==> config.mk <==
export PLATFORM = sky130hd
export DESIGN_NAME = afe_status_config_regs
export DESIGN_NICKNAME = d
export VERILOG_FILES = /design/src/afe_regs_pkg.sv /design/src/afe_clock_prescaler.sv /design/src/afe_status_config_regs.sv
export SDC_FILE = /design/constraint.sdc
export NUM_CORES = 1
export LEC_CHECK = 0
export BUFFER_PORTS_ARGS = -buffer_cell sky130_fd_sc_hd__buf_2
export CAP_MARGIN = 40
export CORE_ASPECT_RATIO = 2
export CORE_MARGIN = 2
export CORE_UTILIZATION = 40
export CTS_CLUSTER_SIZE = 16
export DETAILED_ROUTE_END_ITERATION = 8
export GPL_TIMING_DRIVEN = 1
export PLACE_DENSITY = 0.65
export SLEW_MARGIN = 10
export SYNTH_ARGS = -nofsm -noshare
export SYNTH_HDL_FRONTEND = slang
export SYNTH_SLANG_ARGS = --single-unit
==> constraint.sdc <==
create_clock -name clk -period 7.86 [get_ports clk]
set_clock_uncertainty 0.1 [all_clocks]
set_input_delay 0.393 -clock clk [delete_from_list [all_inputs] [get_ports clk]]
set_output_delay 0.393 -clock clk [all_outputs]
set_load 0.01 [all_outputs]
==> src/afe_regs_pkg.sv <==
// constants and register layout of the analog front end status/config bank
package afe_regs_pkg;
  // register indices; byte address is four times the index
  localparam logic [5:0] IDX_STATUS = 6'h0c;
  localparam logic [5:0] IDX_CFG_A = 6'h0d;
  localparam logic [5:0] IDX_CFG_B = 6'h0e;
  localparam logic [5:0] IDX_LOCK = 6'h1f;
  // serial map addresses used by the address counter
  localparam logic [4:0] MAP_DATA = 5'h00;
  localparam logic [4:0] MAP_MOD = 5'h08;
  localparam logic [4:0] MAP_GAIN = 5'h0b;
  localparam logic [4:0] MAP_STATUS = 5'h0c;
  localparam logic [4:0] MAP_CFG_B = 5'h0e;
  localparam logic [4:0] MAP_OFFCAL = 5'h0f;
  localparam logic [4:0] MAP_GAINCAL = 5'h10;
  localparam logic [4:0] MAP_LOCK = 5'h1f;
  // status register fields
  localparam int ST_RD_INC = 22;
  localparam int ST_WR_INC = 21;
  localparam int ST_FLOAT = 20;
  localparam int ST_CRC_W = 18;
  localparam int ST_DATA_W = 16;
  localparam int ST_LINK_CRC = 15;
  localparam int ST_INT_EN = 14;
  localparam int ST_MDAT = 11;
  localparam int ST_FLAG = 0;
  // config a fields
  localparam int CA_OFFCAL = 23;
  localparam int CA_GAINCAL = 22;
  localparam int CA_NOISE_INJECTION_STRENGTH = 20;
  localparam int CA_BIAS = 18;
  localparam int CA_PRE = 16;
  localparam int CA_OSR = 13;
  localparam int CA_TRIM = 0;
  // config b fields
  localparam int CB_SRST = 16;
  localparam int CB_SHDN = 8;
  localparam int CB_VREF = 7;
  localparam int CB_CLK = 6;
  // power-on values and writable masks
  localparam logic [23:0] ST_RESET = 24'ha10000;
  localparam logic [23:0] ST_WMASK = 24'hf7f800;
  localparam logic [23:0] CA_RESET = 24'h386050;
  localparam logic [23:0] CA_WMASK = 24'hffe0ff;
  localparam logic [23:0] CB_RESET = 24'h000040;
  localparam logic [23:0] CB_WMASK = 24'h0101c0;
  localparam logic [7:0] LOCK_PASSWORD = 8'ha5;
  localparam logic [15:0] CRC_RESET = 16'h0000;
  localparam logic [15:0] CRC_POLY = 16'h8005;
  // counts in modulator clock ticks
  localparam logic [4:0] GAIN_DELAY_TICKS = 5'd24;
  localparam logic [3:0] CRC_REFRESH_TICKS = 4'd10;
  localparam logic [12:0] OSR_BASE = 13'd32;
endpackage

==> src/afe_clock_prescaler.sv <==
// analog master clock prescaler, one-cycle enable per divided period
`timescale 1ns/100ps
`default_nettype none
module afe_clock_prescaler #(
  parameter int CNT_W = 3
) (
  input wire logic clk,
  input wire logic resetn,
  input wire logic [1:0] pre_sel,
  output logic tick
);
  logic [CNT_W-1:0] cnt_q;
  logic [CNT_W-1:0] last;

  // the counter must reach 7 for the divide-by-8 setting
  if (CNT_W < 3) begin : g_cnt_too_narrow
    $error("prescaler counter too narrow");
  end

  // terminal count is 2^sel - 1
  assign last = CNT_W'((1 << pre_sel) - 1);
  assign tick = (cnt_q >= last);

  // wrap on terminal count; a setting change lands at once via >=
  always_ff @(posedge clk) begin
    if (!resetn) begin
      cnt_q <= '0;
    end else if (tick) begin
      cnt_q <= '0;
    end else begin
      cnt_q <= cnt_q + 1'b1;
    end
  end
endmodule
`default_nettype wire

==> src/afe_status_config_regs.sv <==
// status, communication and configuration register bank with apb access
//
// Design decision made here: the APB interface to the registers.
`timescale 1ns/100ps
`default_nettype none
module afe_status_config_regs (
  input wire logic clk,
  input wire logic resetn,
  input wire logic psel,
  input wire logic penable,
  input wire logic pwrite,
  input wire logic [7:0] paddr,
  input wire logic [31:0] pwdata,
  output logic [31:0] prdata,
  output logic pready,
  output logic pslverr,
  input wire logic modulator_digital_clock_tick,
  input wire logic conv_done,
  input wire logic [23:0] conv_result,
  input wire logic modulator_bit,
  input wire logic [4:0] link_addr,
  input wire logic [15:0] link_crc,
  output logic [4:0] link_next_read_addr,
  output logic [4:0] link_next_write_addr,
  output logic [31:0] link_crc_word,
  output logic link_crc_is_32,
  output logic link_checksum_enable,
  output logic [31:0] result_word,
  output logic [1:0] data_width,
  output logic data_ready_pin_o,
  output logic data_ready_pin_oe,
  output logic bitstream_out_pin_o,
  output logic bitstream_out_pin_oe,
  output logic offset_correct_enable,
  output logic gain_correct_enable,
  output logic [1:0] noise_injection_strength,
  output logic [1:0] bias_current_scale,
  output logic analog_master_clock,
  output logic [2:0] decimation_code,
  output logic [12:0] decimation_ratio,
  output logic [7:0] reference_tempco_trim,
  output logic channel_soft_reset,
  output logic channel_shutdown,
  output logic external_reference_select,
  output logic external_clock_select
);
  import afe_regs_pkg::*;

  logic [23:0] st_q, ca_q, cb_q, hold_q, rd_word, fmt_src;
  logic [7:0] lock_q;
  logic [15:0] map_checksum_value_q, crc_calc;
  logic [4:0] delay_q, nrd_q, nwr_q;
  logic [3:0] refresh_q;
  logic [31:0] prdata_q, crcw_q, res_q;
  logic [5:0] idx;
  logic crc_seen_q, irq_q, result_pending_flag_q, bit_q, mapped, access, wr;
  logic locked, conv_go, ready_evt, status_read;

  // checksum over the writable part of the map, msb first
  function automatic logic [15:0] map_crc(input logic [71:0] msg);
    logic [15:0] c;
    c = CRC_RESET;
    for (int i = 71; i >= 0; i--) begin
      c = (c[15] ^ msg[i]) ? ((c << 1) ^ CRC_POLY) : (c << 1);
    end
    return c;
  endfunction

  // loop start and end of the register group holding an address
  function automatic logic [9:0] group_of(input logic [4:0] a);
    if (a < MAP_MOD) begin
      return {MAP_DATA, MAP_DATA};
    end else if (a <= MAP_GAIN) begin
      return {MAP_MOD, MAP_GAIN};
    end else if (a <= MAP_CFG_B) begin
      return {MAP_STATUS, MAP_CFG_B};
    end else if (a <= MAP_GAINCAL) begin
      return {MAP_OFFCAL, MAP_GAINCAL};
    end
    return {MAP_LOCK, MAP_LOCK};
  endfunction

  // next read address for the four read increment modes
  function automatic logic [4:0] next_rd(input logic [1:0] m, input logic [4:0] a);
    logic [9:0] g;
    g = group_of(a);
    case (m)
      2'b11: return (a == MAP_LOCK) ? MAP_DATA : a + 5'd1;
      2'b10: begin
        if (a < MAP_MOD) begin
          return MAP_DATA;
        end
        return (a == MAP_LOCK) ? MAP_MOD : a + 5'd1;
      end
      2'b01: return (a == g[4:0]) ? g[9:5] : a + 5'd1;
      default: return a;
    endcase
  endfunction

  assign idx = paddr[7:2];
  assign mapped = (idx == IDX_STATUS) || (idx == IDX_CFG_A) ||
                  (idx == IDX_CFG_B) || (idx == IDX_LOCK);
  assign access = psel && penable;
  assign wr = access && pwrite && mapped;
  assign locked = (lock_q != LOCK_PASSWORD);
  assign status_read = access && !pwrite && (idx == IDX_STATUS);
  assign crc_calc = map_crc({st_q & ST_WMASK, ca_q, cb_q});

  // zero wait-state slave; unmapped addresses answer with an error
  assign pready = 1'b1;
  assign pslverr = access && !mapped;
  assign prdata = prdata_q;

  // read mux; unimplemented bits are zero because they are never stored
  always_comb begin
    rd_word = 24'h000000;
    case (idx)
      IDX_STATUS: rd_word = st_q | {23'h0, result_pending_flag_q};
      IDX_CFG_A: rd_word = ca_q;
      IDX_CFG_B: rd_word = cb_q;
      IDX_LOCK: rd_word = {lock_q, map_checksum_value_q};
      default: rd_word = 24'h000000;
    endcase
  end

  // read data captured in the setup cycle so it comes from a flop
  always_ff @(posedge clk) begin
    if (!resetn) begin
      prdata_q <= 32'h00000000;
    end else if (psel && !penable) begin
      prdata_q <= {8'h00, rd_word};
    end
  end

  // configuration registers; locked map ignores these writes
  always_ff @(posedge clk) begin
    if (!resetn) begin
      st_q <= ST_RESET;
      ca_q <= CA_RESET;
      cb_q <= CB_RESET;
    end else if (wr && !locked) begin
      // reserved bits 13:12 are stored as written; host keeps them zero
      if (idx == IDX_STATUS) begin
        st_q <= pwdata[23:0] & ST_WMASK;
      end
      if (idx == IDX_CFG_A) begin
        ca_q <= pwdata[23:0] & CA_WMASK;
      end
      if (idx == IDX_CFG_B) begin
        cb_q <= pwdata[23:0] & CB_WMASK;
      end
    end
  end

  // lock key is writable whether locked or not
  always_ff @(posedge clk) begin
    if (!resetn) begin
      lock_q <= LOCK_PASSWORD;
    end else if (wr && idx == IDX_LOCK) begin
      lock_q <= pwdata[23:16];
    end
  end

  // refresh tick counter runs only while locked
  always_ff @(posedge clk) begin
    if (!resetn || !locked) begin
      refresh_q <= 4'd0;
    end else if (modulator_digital_clock_tick) begin
      refresh_q <= (refresh_q == CRC_REFRESH_TICKS - 4'd1) ? 4'd0 : refresh_q + 4'd1;
    end
  end

  // checksum, compare and sticky interrupt; unlocked clears all of it
  always_ff @(posedge clk) begin
    if (!resetn || !locked) begin
      map_checksum_value_q <= CRC_RESET;
      crc_seen_q <= 1'b0;
      irq_q <= 1'b0;
    end else if (modulator_digital_clock_tick && refresh_q == CRC_REFRESH_TICKS - 4'd1) begin
      map_checksum_value_q <= crc_calc;
      crc_seen_q <= 1'b1;
      // a mismatch means the static map got corrupted
      if (crc_seen_q && crc_calc != map_checksum_value_q && st_q[ST_INT_EN]) begin
        irq_q <= 1'b1;
      end
    end
  end

  // conversions are dropped while the channel is held in reset or shutdown
  assign conv_go = conv_done && !cb_q[CB_SRST] && !cb_q[CB_SHDN];

  // gain correction delay; one pending event, the data rate is far lower
  always_ff @(posedge clk) begin
    if (!resetn) begin
      delay_q <= 5'd0;
    end else if (conv_go && ca_q[CA_GAINCAL]) begin
      delay_q <= GAIN_DELAY_TICKS;
    end else if (modulator_digital_clock_tick && delay_q != 5'd0) begin
      delay_q <= delay_q - 5'd1;
    end
  end

  // offset-only path fires at once, gain path after the countdown
  assign ready_evt = (conv_go && !ca_q[CA_GAINCAL]) ||
                     (modulator_digital_clock_tick && delay_q == 5'd1 && !(conv_go && ca_q[CA_GAINCAL]));

  // pending flag: new data wins over the clearing status read
  always_ff @(posedge clk) begin
    if (!resetn) begin
      result_pending_flag_q <= 1'b1;
    end else if (ready_evt) begin
      result_pending_flag_q <= 1'b0;
    end else if (status_read) begin
      result_pending_flag_q <= 1'b1;
    end
  end

  // raw result held from conversion until the ready event formats it
  always_ff @(posedge clk) begin
    if (!resetn) begin
      hold_q <= 24'h000000;
    end else if (conv_go) begin
      hold_q <= conv_result;
    end
  end

  // undelayed path formats the fresh sample, the hold only lands on that same edge
  assign fmt_src = conv_go ? conv_result : hold_q;

  // output coding; 16-bit mode rounds and saturates at the top code
  always_ff @(posedge clk) begin
    if (!resetn) begin
      res_q <= 32'h00000000;
    end else if (ready_evt) begin
      case (st_q[ST_DATA_W+:2])
        2'b11: res_q <= {{8{fmt_src[23]}}, fmt_src};
        2'b10: res_q <= {fmt_src, 8'h00};
        2'b01: res_q <= {8'h00, fmt_src};
        default: begin
          if (fmt_src[23:8] == 16'h7fff || !fmt_src[7]) begin
            res_q <= {16'h0000, fmt_src[23:8]};
          end else begin
            res_q <= {16'h0000, fmt_src[23:8] + 16'h0001};
          end
        end
      endcase
    end
  end

  // link checksum word and address counter, registered for the link side
  always_ff @(posedge clk) begin
    if (!resetn) begin
      crcw_q <= 32'h00000000;
      nrd_q <= MAP_DATA;
      nwr_q <= MAP_DATA;
    end else begin
      crcw_q <= st_q[ST_CRC_W] ? {link_crc, 16'h0000} : {16'h0000, link_crc};
      nrd_q <= next_rd(st_q[ST_RD_INC+:2], link_addr);
      if (!st_q[ST_WR_INC]) begin
        nwr_q <= link_addr;
      end else if (link_addr == MAP_LOCK || link_addr < MAP_MOD) begin
        nwr_q <= MAP_MOD;
      end else begin
        nwr_q <= (link_addr == MAP_GAINCAL) ? MAP_LOCK : link_addr + 5'd1;
      end
    end
  end

  // modulator bitstream retimed before it leaves
  always_ff @(posedge clk) begin
    if (!resetn) begin
      bit_q <= 1'b0;
    end else begin
      bit_q <= modulator_bit;
    end
  end

  // ready pin: checksum alarm first, then ready low, then idle state
  always_comb begin
    if (irq_q) begin
      data_ready_pin_o = 1'b0;
      data_ready_pin_oe = 1'b1;
    end else if (!result_pending_flag_q) begin
      data_ready_pin_o = 1'b0;
      data_ready_pin_oe = 1'b1;
    end else begin
      data_ready_pin_o = st_q[ST_FLOAT];
      data_ready_pin_oe = st_q[ST_FLOAT];
    end
  end

  afe_clock_prescaler #(
    .CNT_W(3)
  ) u_prescaler (
    .clk(clk),
    .resetn(resetn),
    .pre_sel(ca_q[CA_PRE+:2]),
    .tick(analog_master_clock)
  );

  // configuration fanned out to the analog and link logic
  assign bitstream_out_pin_o = bit_q & st_q[ST_MDAT];
  assign bitstream_out_pin_oe = st_q[ST_MDAT];
  assign link_next_read_addr = nrd_q;
  assign link_next_write_addr = nwr_q;
  assign link_crc_word = crcw_q;
  assign link_crc_is_32 = st_q[ST_CRC_W];
  assign link_checksum_enable = st_q[ST_LINK_CRC];
  assign result_word = res_q;
  assign data_width = st_q[ST_DATA_W+:2];
  assign offset_correct_enable = ca_q[CA_OFFCAL];
  assign gain_correct_enable = ca_q[CA_GAINCAL];
  assign noise_injection_strength = ca_q[CA_NOISE_INJECTION_STRENGTH+:2];
  assign bias_current_scale = ca_q[CA_BIAS+:2];
  assign decimation_code = ca_q[CA_OSR+:3];
  assign decimation_ratio = OSR_BASE << ca_q[CA_OSR+:3];
  assign reference_tempco_trim = ca_q[CA_TRIM+:8];
  assign channel_soft_reset = cb_q[CB_SRST];
  assign channel_shutdown = cb_q[CB_SHDN];
  assign external_reference_select = cb_q[CB_VREF];
  assign external_clock_select = cb_q[CB_CLK];

  // checks
  property p_ready_sets;
    @(posedge clk) disable iff (!resetn) ready_evt |=> !result_pending_flag_q;
  endproperty
  a_ready_sets: assert property (p_ready_sets) else $error("ready lost");

  property p_read_clears;
    @(posedge clk) disable iff (!resetn)
      (status_read && !ready_evt) |=> result_pending_flag_q;
  endproperty
  a_read_clears: assert property (p_read_clears) else $error("flag not reset");

  property p_lock_blocks;
    @(posedge clk) disable iff (!resetn)
      (wr && locked && idx != IDX_LOCK) |=> $stable(ca_q) && $stable(st_q) && $stable(cb_q);
  endproperty
  a_lock_blocks: assert property (p_lock_blocks) else $error("write while locked");

  property p_irq_pin;
    @(posedge clk) disable iff (!resetn) irq_q |-> data_ready_pin_oe && !data_ready_pin_o;
  endproperty
  a_irq_pin: assert property (p_irq_pin) else $error("alarm not on pin");

  property p_irq_needs_en;
    @(posedge clk) disable iff (!resetn) $rose(irq_q) |-> $past(st_q[ST_INT_EN]);
  endproperty
  a_irq_needs_en: assert property (p_irq_needs_en) else $error("alarm while off");

  property p_unlock_clears;
    @(posedge clk) disable iff (!resetn)
      (wr && idx == IDX_LOCK && pwdata[23:16] == LOCK_PASSWORD)
        |=> ##1 !irq_q && map_checksum_value_q == CRC_RESET;
  endproperty
  a_unlock_clears: assert property (p_unlock_clears) else $error("unlock kept alarm");

  property p_idle_float;
    @(posedge clk) disable iff (!resetn)
      (result_pending_flag_q && !irq_q) |-> data_ready_pin_oe == st_q[ST_FLOAT];
  endproperty
  a_idle_float: assert property (p_idle_float) else $error("idle pin wrong");

  property p_mdat;
    @(posedge clk) disable iff (!resetn)
      bitstream_out_pin_oe |-> bitstream_out_pin_o == $past(modulator_bit);
  endproperty
  a_mdat: assert property (p_mdat) else $error("bitstream mismatch");

  property p_gain_delay;
    @(posedge clk) disable iff (!resetn)
      (conv_go && ca_q[CA_GAINCAL]) |=> delay_q == GAIN_DELAY_TICKS && !ready_evt;
  endproperty
  a_gain_delay: assert property (p_gain_delay) else $error("gain delay wrong");

  property p_no_delay;
    @(posedge clk) disable iff (!resetn)
      (conv_go && !ca_q[CA_GAINCAL]) |=> !result_pending_flag_q;
  endproperty
  a_no_delay: assert property (p_no_delay) else $error("offset path delayed");

  property p_refresh;
    @(posedge clk) disable iff (!resetn) !locked |=> refresh_q == 4'd0 && !crc_seen_q;
  endproperty
  a_refresh: assert property (p_refresh) else $error("checksum ran unlocked");

  c_status_read: cover property (@(posedge clk) disable iff (!resetn)
    !result_pending_flag_q ##1 status_read);
  c_gain_fire: cover property (@(posedge clk) disable iff (!resetn)
    (delay_q == 5'd1 && modulator_digital_clock_tick) ##1 !result_pending_flag_q);
  c_crc_update: cover property (@(posedge clk) disable iff (!resetn) $rose(crc_seen_q));
endmodule
`default_nettype wire

==> metrics.md <==
| Metric | Value |
|---|---|
| Proportion of register bits with asynchronous set or reset after synthesis | 0% |
| Type of destination of the critical path | flip-flop |
| Count of flip-flops with a built-in enable after synthesis | 0 |
| Placement row count | 82 |
| Number of global-route vias before repair | 8421 |
| Minimum clock period | 3620 ps |
| Starting DRC count in detailed routing | 470 |
| Maximum ir drop on the vdd rail | 0.2790 mV |
| Clock latency on the worst-skew pair | 450 ps |
| Met3 track demand over resource in global routing | 5.014% |
| Number of cells on the worst hold path | 2 |
| Outcome | finished clean |
| PostCTS Resize Cnt | 0 |
| Switching power total | 0.5650 mW |
| Share of synthesized area spent on multiplexers | 5.318% |
| Sinks on the clock net | 197 |
| CTS tree | done |
| Highest net fanout along the worst path | 7 |
| Maximum clock path buffer count | 2 |
| Hold buffer count at cts | 0 |
| Tot GR Track Use | 23.04% |
| DIE WIDTH | 117.2 um |
| Synth Area in Compound Gates | 14.34% |
| Gate Count Post-Synth | 1151 |
| Post-layout util | 47.95% |
| Per-cell routed wire length | 18.66 um |
| Most frequent cell after synthesis | dfxtp_1 |
| Area of the core | 25140 sq um |
| Global-route wire length before repair | 46800 um |
| Final #Nets | 1422 |
| Combinational family with the most area after synthesis | simple AND/OR/NAND/NOR gates |
| Upper clock frequency limit | 0.2763 GHz |
| Setup WS pre-CTS | 4222 ps |
| Number of cell instances on the worst register-to-register path | 11 |
| Number of library cell types mapped by synthesis | 70 |
| Most frequent cells after synthesis | dfxtp_1, nand2_1, nor2_1 |
| Post-route design area | 12050 sq um |
| Gr busiest metal | met2 |
| Flip-flop and latch count after synthesis | 197 |
| Class of the tightest hold or removal check | primary input to flip-flop |
| Y dimension of the die | 230.5 um |
| Clock buffer count from CTS | 17 |
| Total grt overflow | 0 |
| Part of the Yosys area used for sequential elements | 38.45% |
| Final period util | 46.05% |
| Placed standard-cell area | 11450 sq um |
| Relative max-transition margin | 34.84% |
| Final Hold Violating Endpoints | 0 |
| Tightest Pin Transition | 975.5 ps |
| Via count | 8710 |
| RSZ-0062 raised after global routing | false |
| Initial antenna violation count | 4 |
| Post-Layout Cell Count | 1660 |
| Final-report setup violation count | 0 |
| Total design power | 2.222 mW |
| Data required time at the worst endpoint | 8080 ps |
| Power per cell area | 184.3 nW/um^2 |
| Library cell used as clock root buffer | clkbuf_16 |
| Met1 track demand over resource in global routing | 22.00% |
| Final Worst Setup Slack | 4240 ps |
| Average size of a mapped cell | 8.912 sq um |
| Design internal power | 1.657 mW |
| Post-synthesis simple-gate area fraction | 20.25% |
| Antenna Nets Post-Route | 0 |
| Max Transition Viols Final | 0 |
| Die outline area | 27020 sq um |
| Total instance count after detailed placement | 1627 |
| Leakage component of the power | 5.103 nW |
| Number of synthesis warnings | 0 |
| Xor/xnor share of the synthesized area | 13.20% |
| Pin count of the biggest net entering global routing | 89 |
| Top_reg_cell synth | dfxtp_1 |
| Gate power share | 12.0% |
| Library cell occupying the most area in the post-synthesis netlist | dfxtp_1 |
| Area share of the largest cell type after synthesis | 38.45% |
| Starting Density | 40.81% |
| Synth Cell Area | 10260 sq um |
| Clock power share | 40.3% |
| Final wirelength | 30970 um |
| HPWL after DPL | 23790 um |
| H-tree levels | 4 |
| Share of cells above drive strength 1 | 23.07% |
| Routability cong. | 0.9161 |
| Count of buffers added by post-CTS timing repair for setup | 0 |
| Relative contribution of sequential cells to total power | 47.7% |
| # DRC | 0 |
| Post-Route Hold Slack | 53.88 ps |
| Port Buffers | 217 |
| Global-route met2 utilization | 44.04% |
| Growth of design area from synthesis to finish | 17.52% |
| TNS Setup | 0 ps |
| Clock transition at the register clock pins on the worst setup and hold paths after CTS | 70 ps |
| Switching Share | 25.43% |
| Boundary pin count | 244 |
| Leading cell types by total area after synthesis | dfxtp_1, xnor2_1, nand2_1 |
| DRT Pass-1 Iters | 6 |
| Number of max-capacitance violations reported | 0 |
| WS Path Type | flip-flop to flip-flop |
| Startpoint kind of the worst setup timing path | flip-flop |
| Data arrival time at the worst-slack endpoint | 3840 ps |
| Vias per cell | 5.247 |
| Post-synthesis share of cell area spent on full adders, half adders and majority gates | 2.318% |
-- critical path, cell delays in order (launching register included) --
cell and delay, ps:
dfxtp_1 510, inv_1 130, ha_1 330, xor2_1 410, xnor2_1 260, xnor2_1 630, nor2_1 130, nand3_1 120
nand3_1 80, a2111o_1 460, a211oi_2 220, a31oi_1 110
-- flip-flops by register name, summed over array words and instances, names as in the netlist, 5 cells and up --
register	cells
link_next_read_addr	5
result_word	32
link_crc_word	32
prdata	24
link_next_write_addr	5
map_checksum_value_q	16
lock_q	8
st_q	12
hold_q	24
delay_q	5
ca_q	19
-- power by group through the flow --
stage / Sequential [mW] / Combinational (mW) / Clock (mW)
5_1_grt: 1.06 / 0.298 / 0.953
6_report: 1.06 / 0.266 / 0.896
3_5_place_dp: 1.08 / 0.267 / 0
2_1_floorplan: 1.09 / 0.158 / 0
4_1_cts: 1.06 / 0.269 / 0.918
3_3_place_gp: 1.08 / 0.259 / 0
-- logic make-up (layout without fill, tap and decap cells) --
group | Yosys count | after routing
mux | 53 | 53
other cells | 2 | 16
compound gates | 221 | 221
fa+ha+maj | 19 | 19
xor+xnor | 124 | 124
buf+inv | 128 | 287
simple gates | 407 | 407
flops | 197 | 197
-- routing by layer --
layer	vias up	routed length, um
met5	-	13
met2	288	17430
met3	73	1378
met4	2	1474
li1	4227	-
met1	4120	10680
-- path summary, 6_finish.rpt --
path | slack, ps | end | from
setup / recovery | 4240 | irq_q | st_q[22]
hold / removal | 50 | bit_q | modulator_bit
setup reg to reg | 4240 | irq_q | st_q[22]
hold reg to reg | 350 | u_prescaler.cnt_q[0] | u_prescaler.cnt_q[0]
-- cells in the final DEF, fill, tap and decap left out, drive strengths merged, types with 20 or more instances in the layout --
cell type,count
and3,20
nor2,84
mux2i,41
nor2b,52
a221oi,20
dfxtp,197
xor2,32
and2,25
inv,23
nand2,114
xnor2,81
a21boi,29
nor3b,25
nand3,27
buf,233
o21ai,55
a21oi,47
-- cell type report --
type	instances	area [sq um]
diodes	2	5.005
clock buffers	19	442.9
clock inverters	12	155.1
fillers	2441	13080
inverters	23	86.33
multi-input cells	838	5747
flip-flops and latches	197	3944
well taps	336	420.4
repair buffers	233	1254
Note: power is estimated with default switching activity, not from simulation.
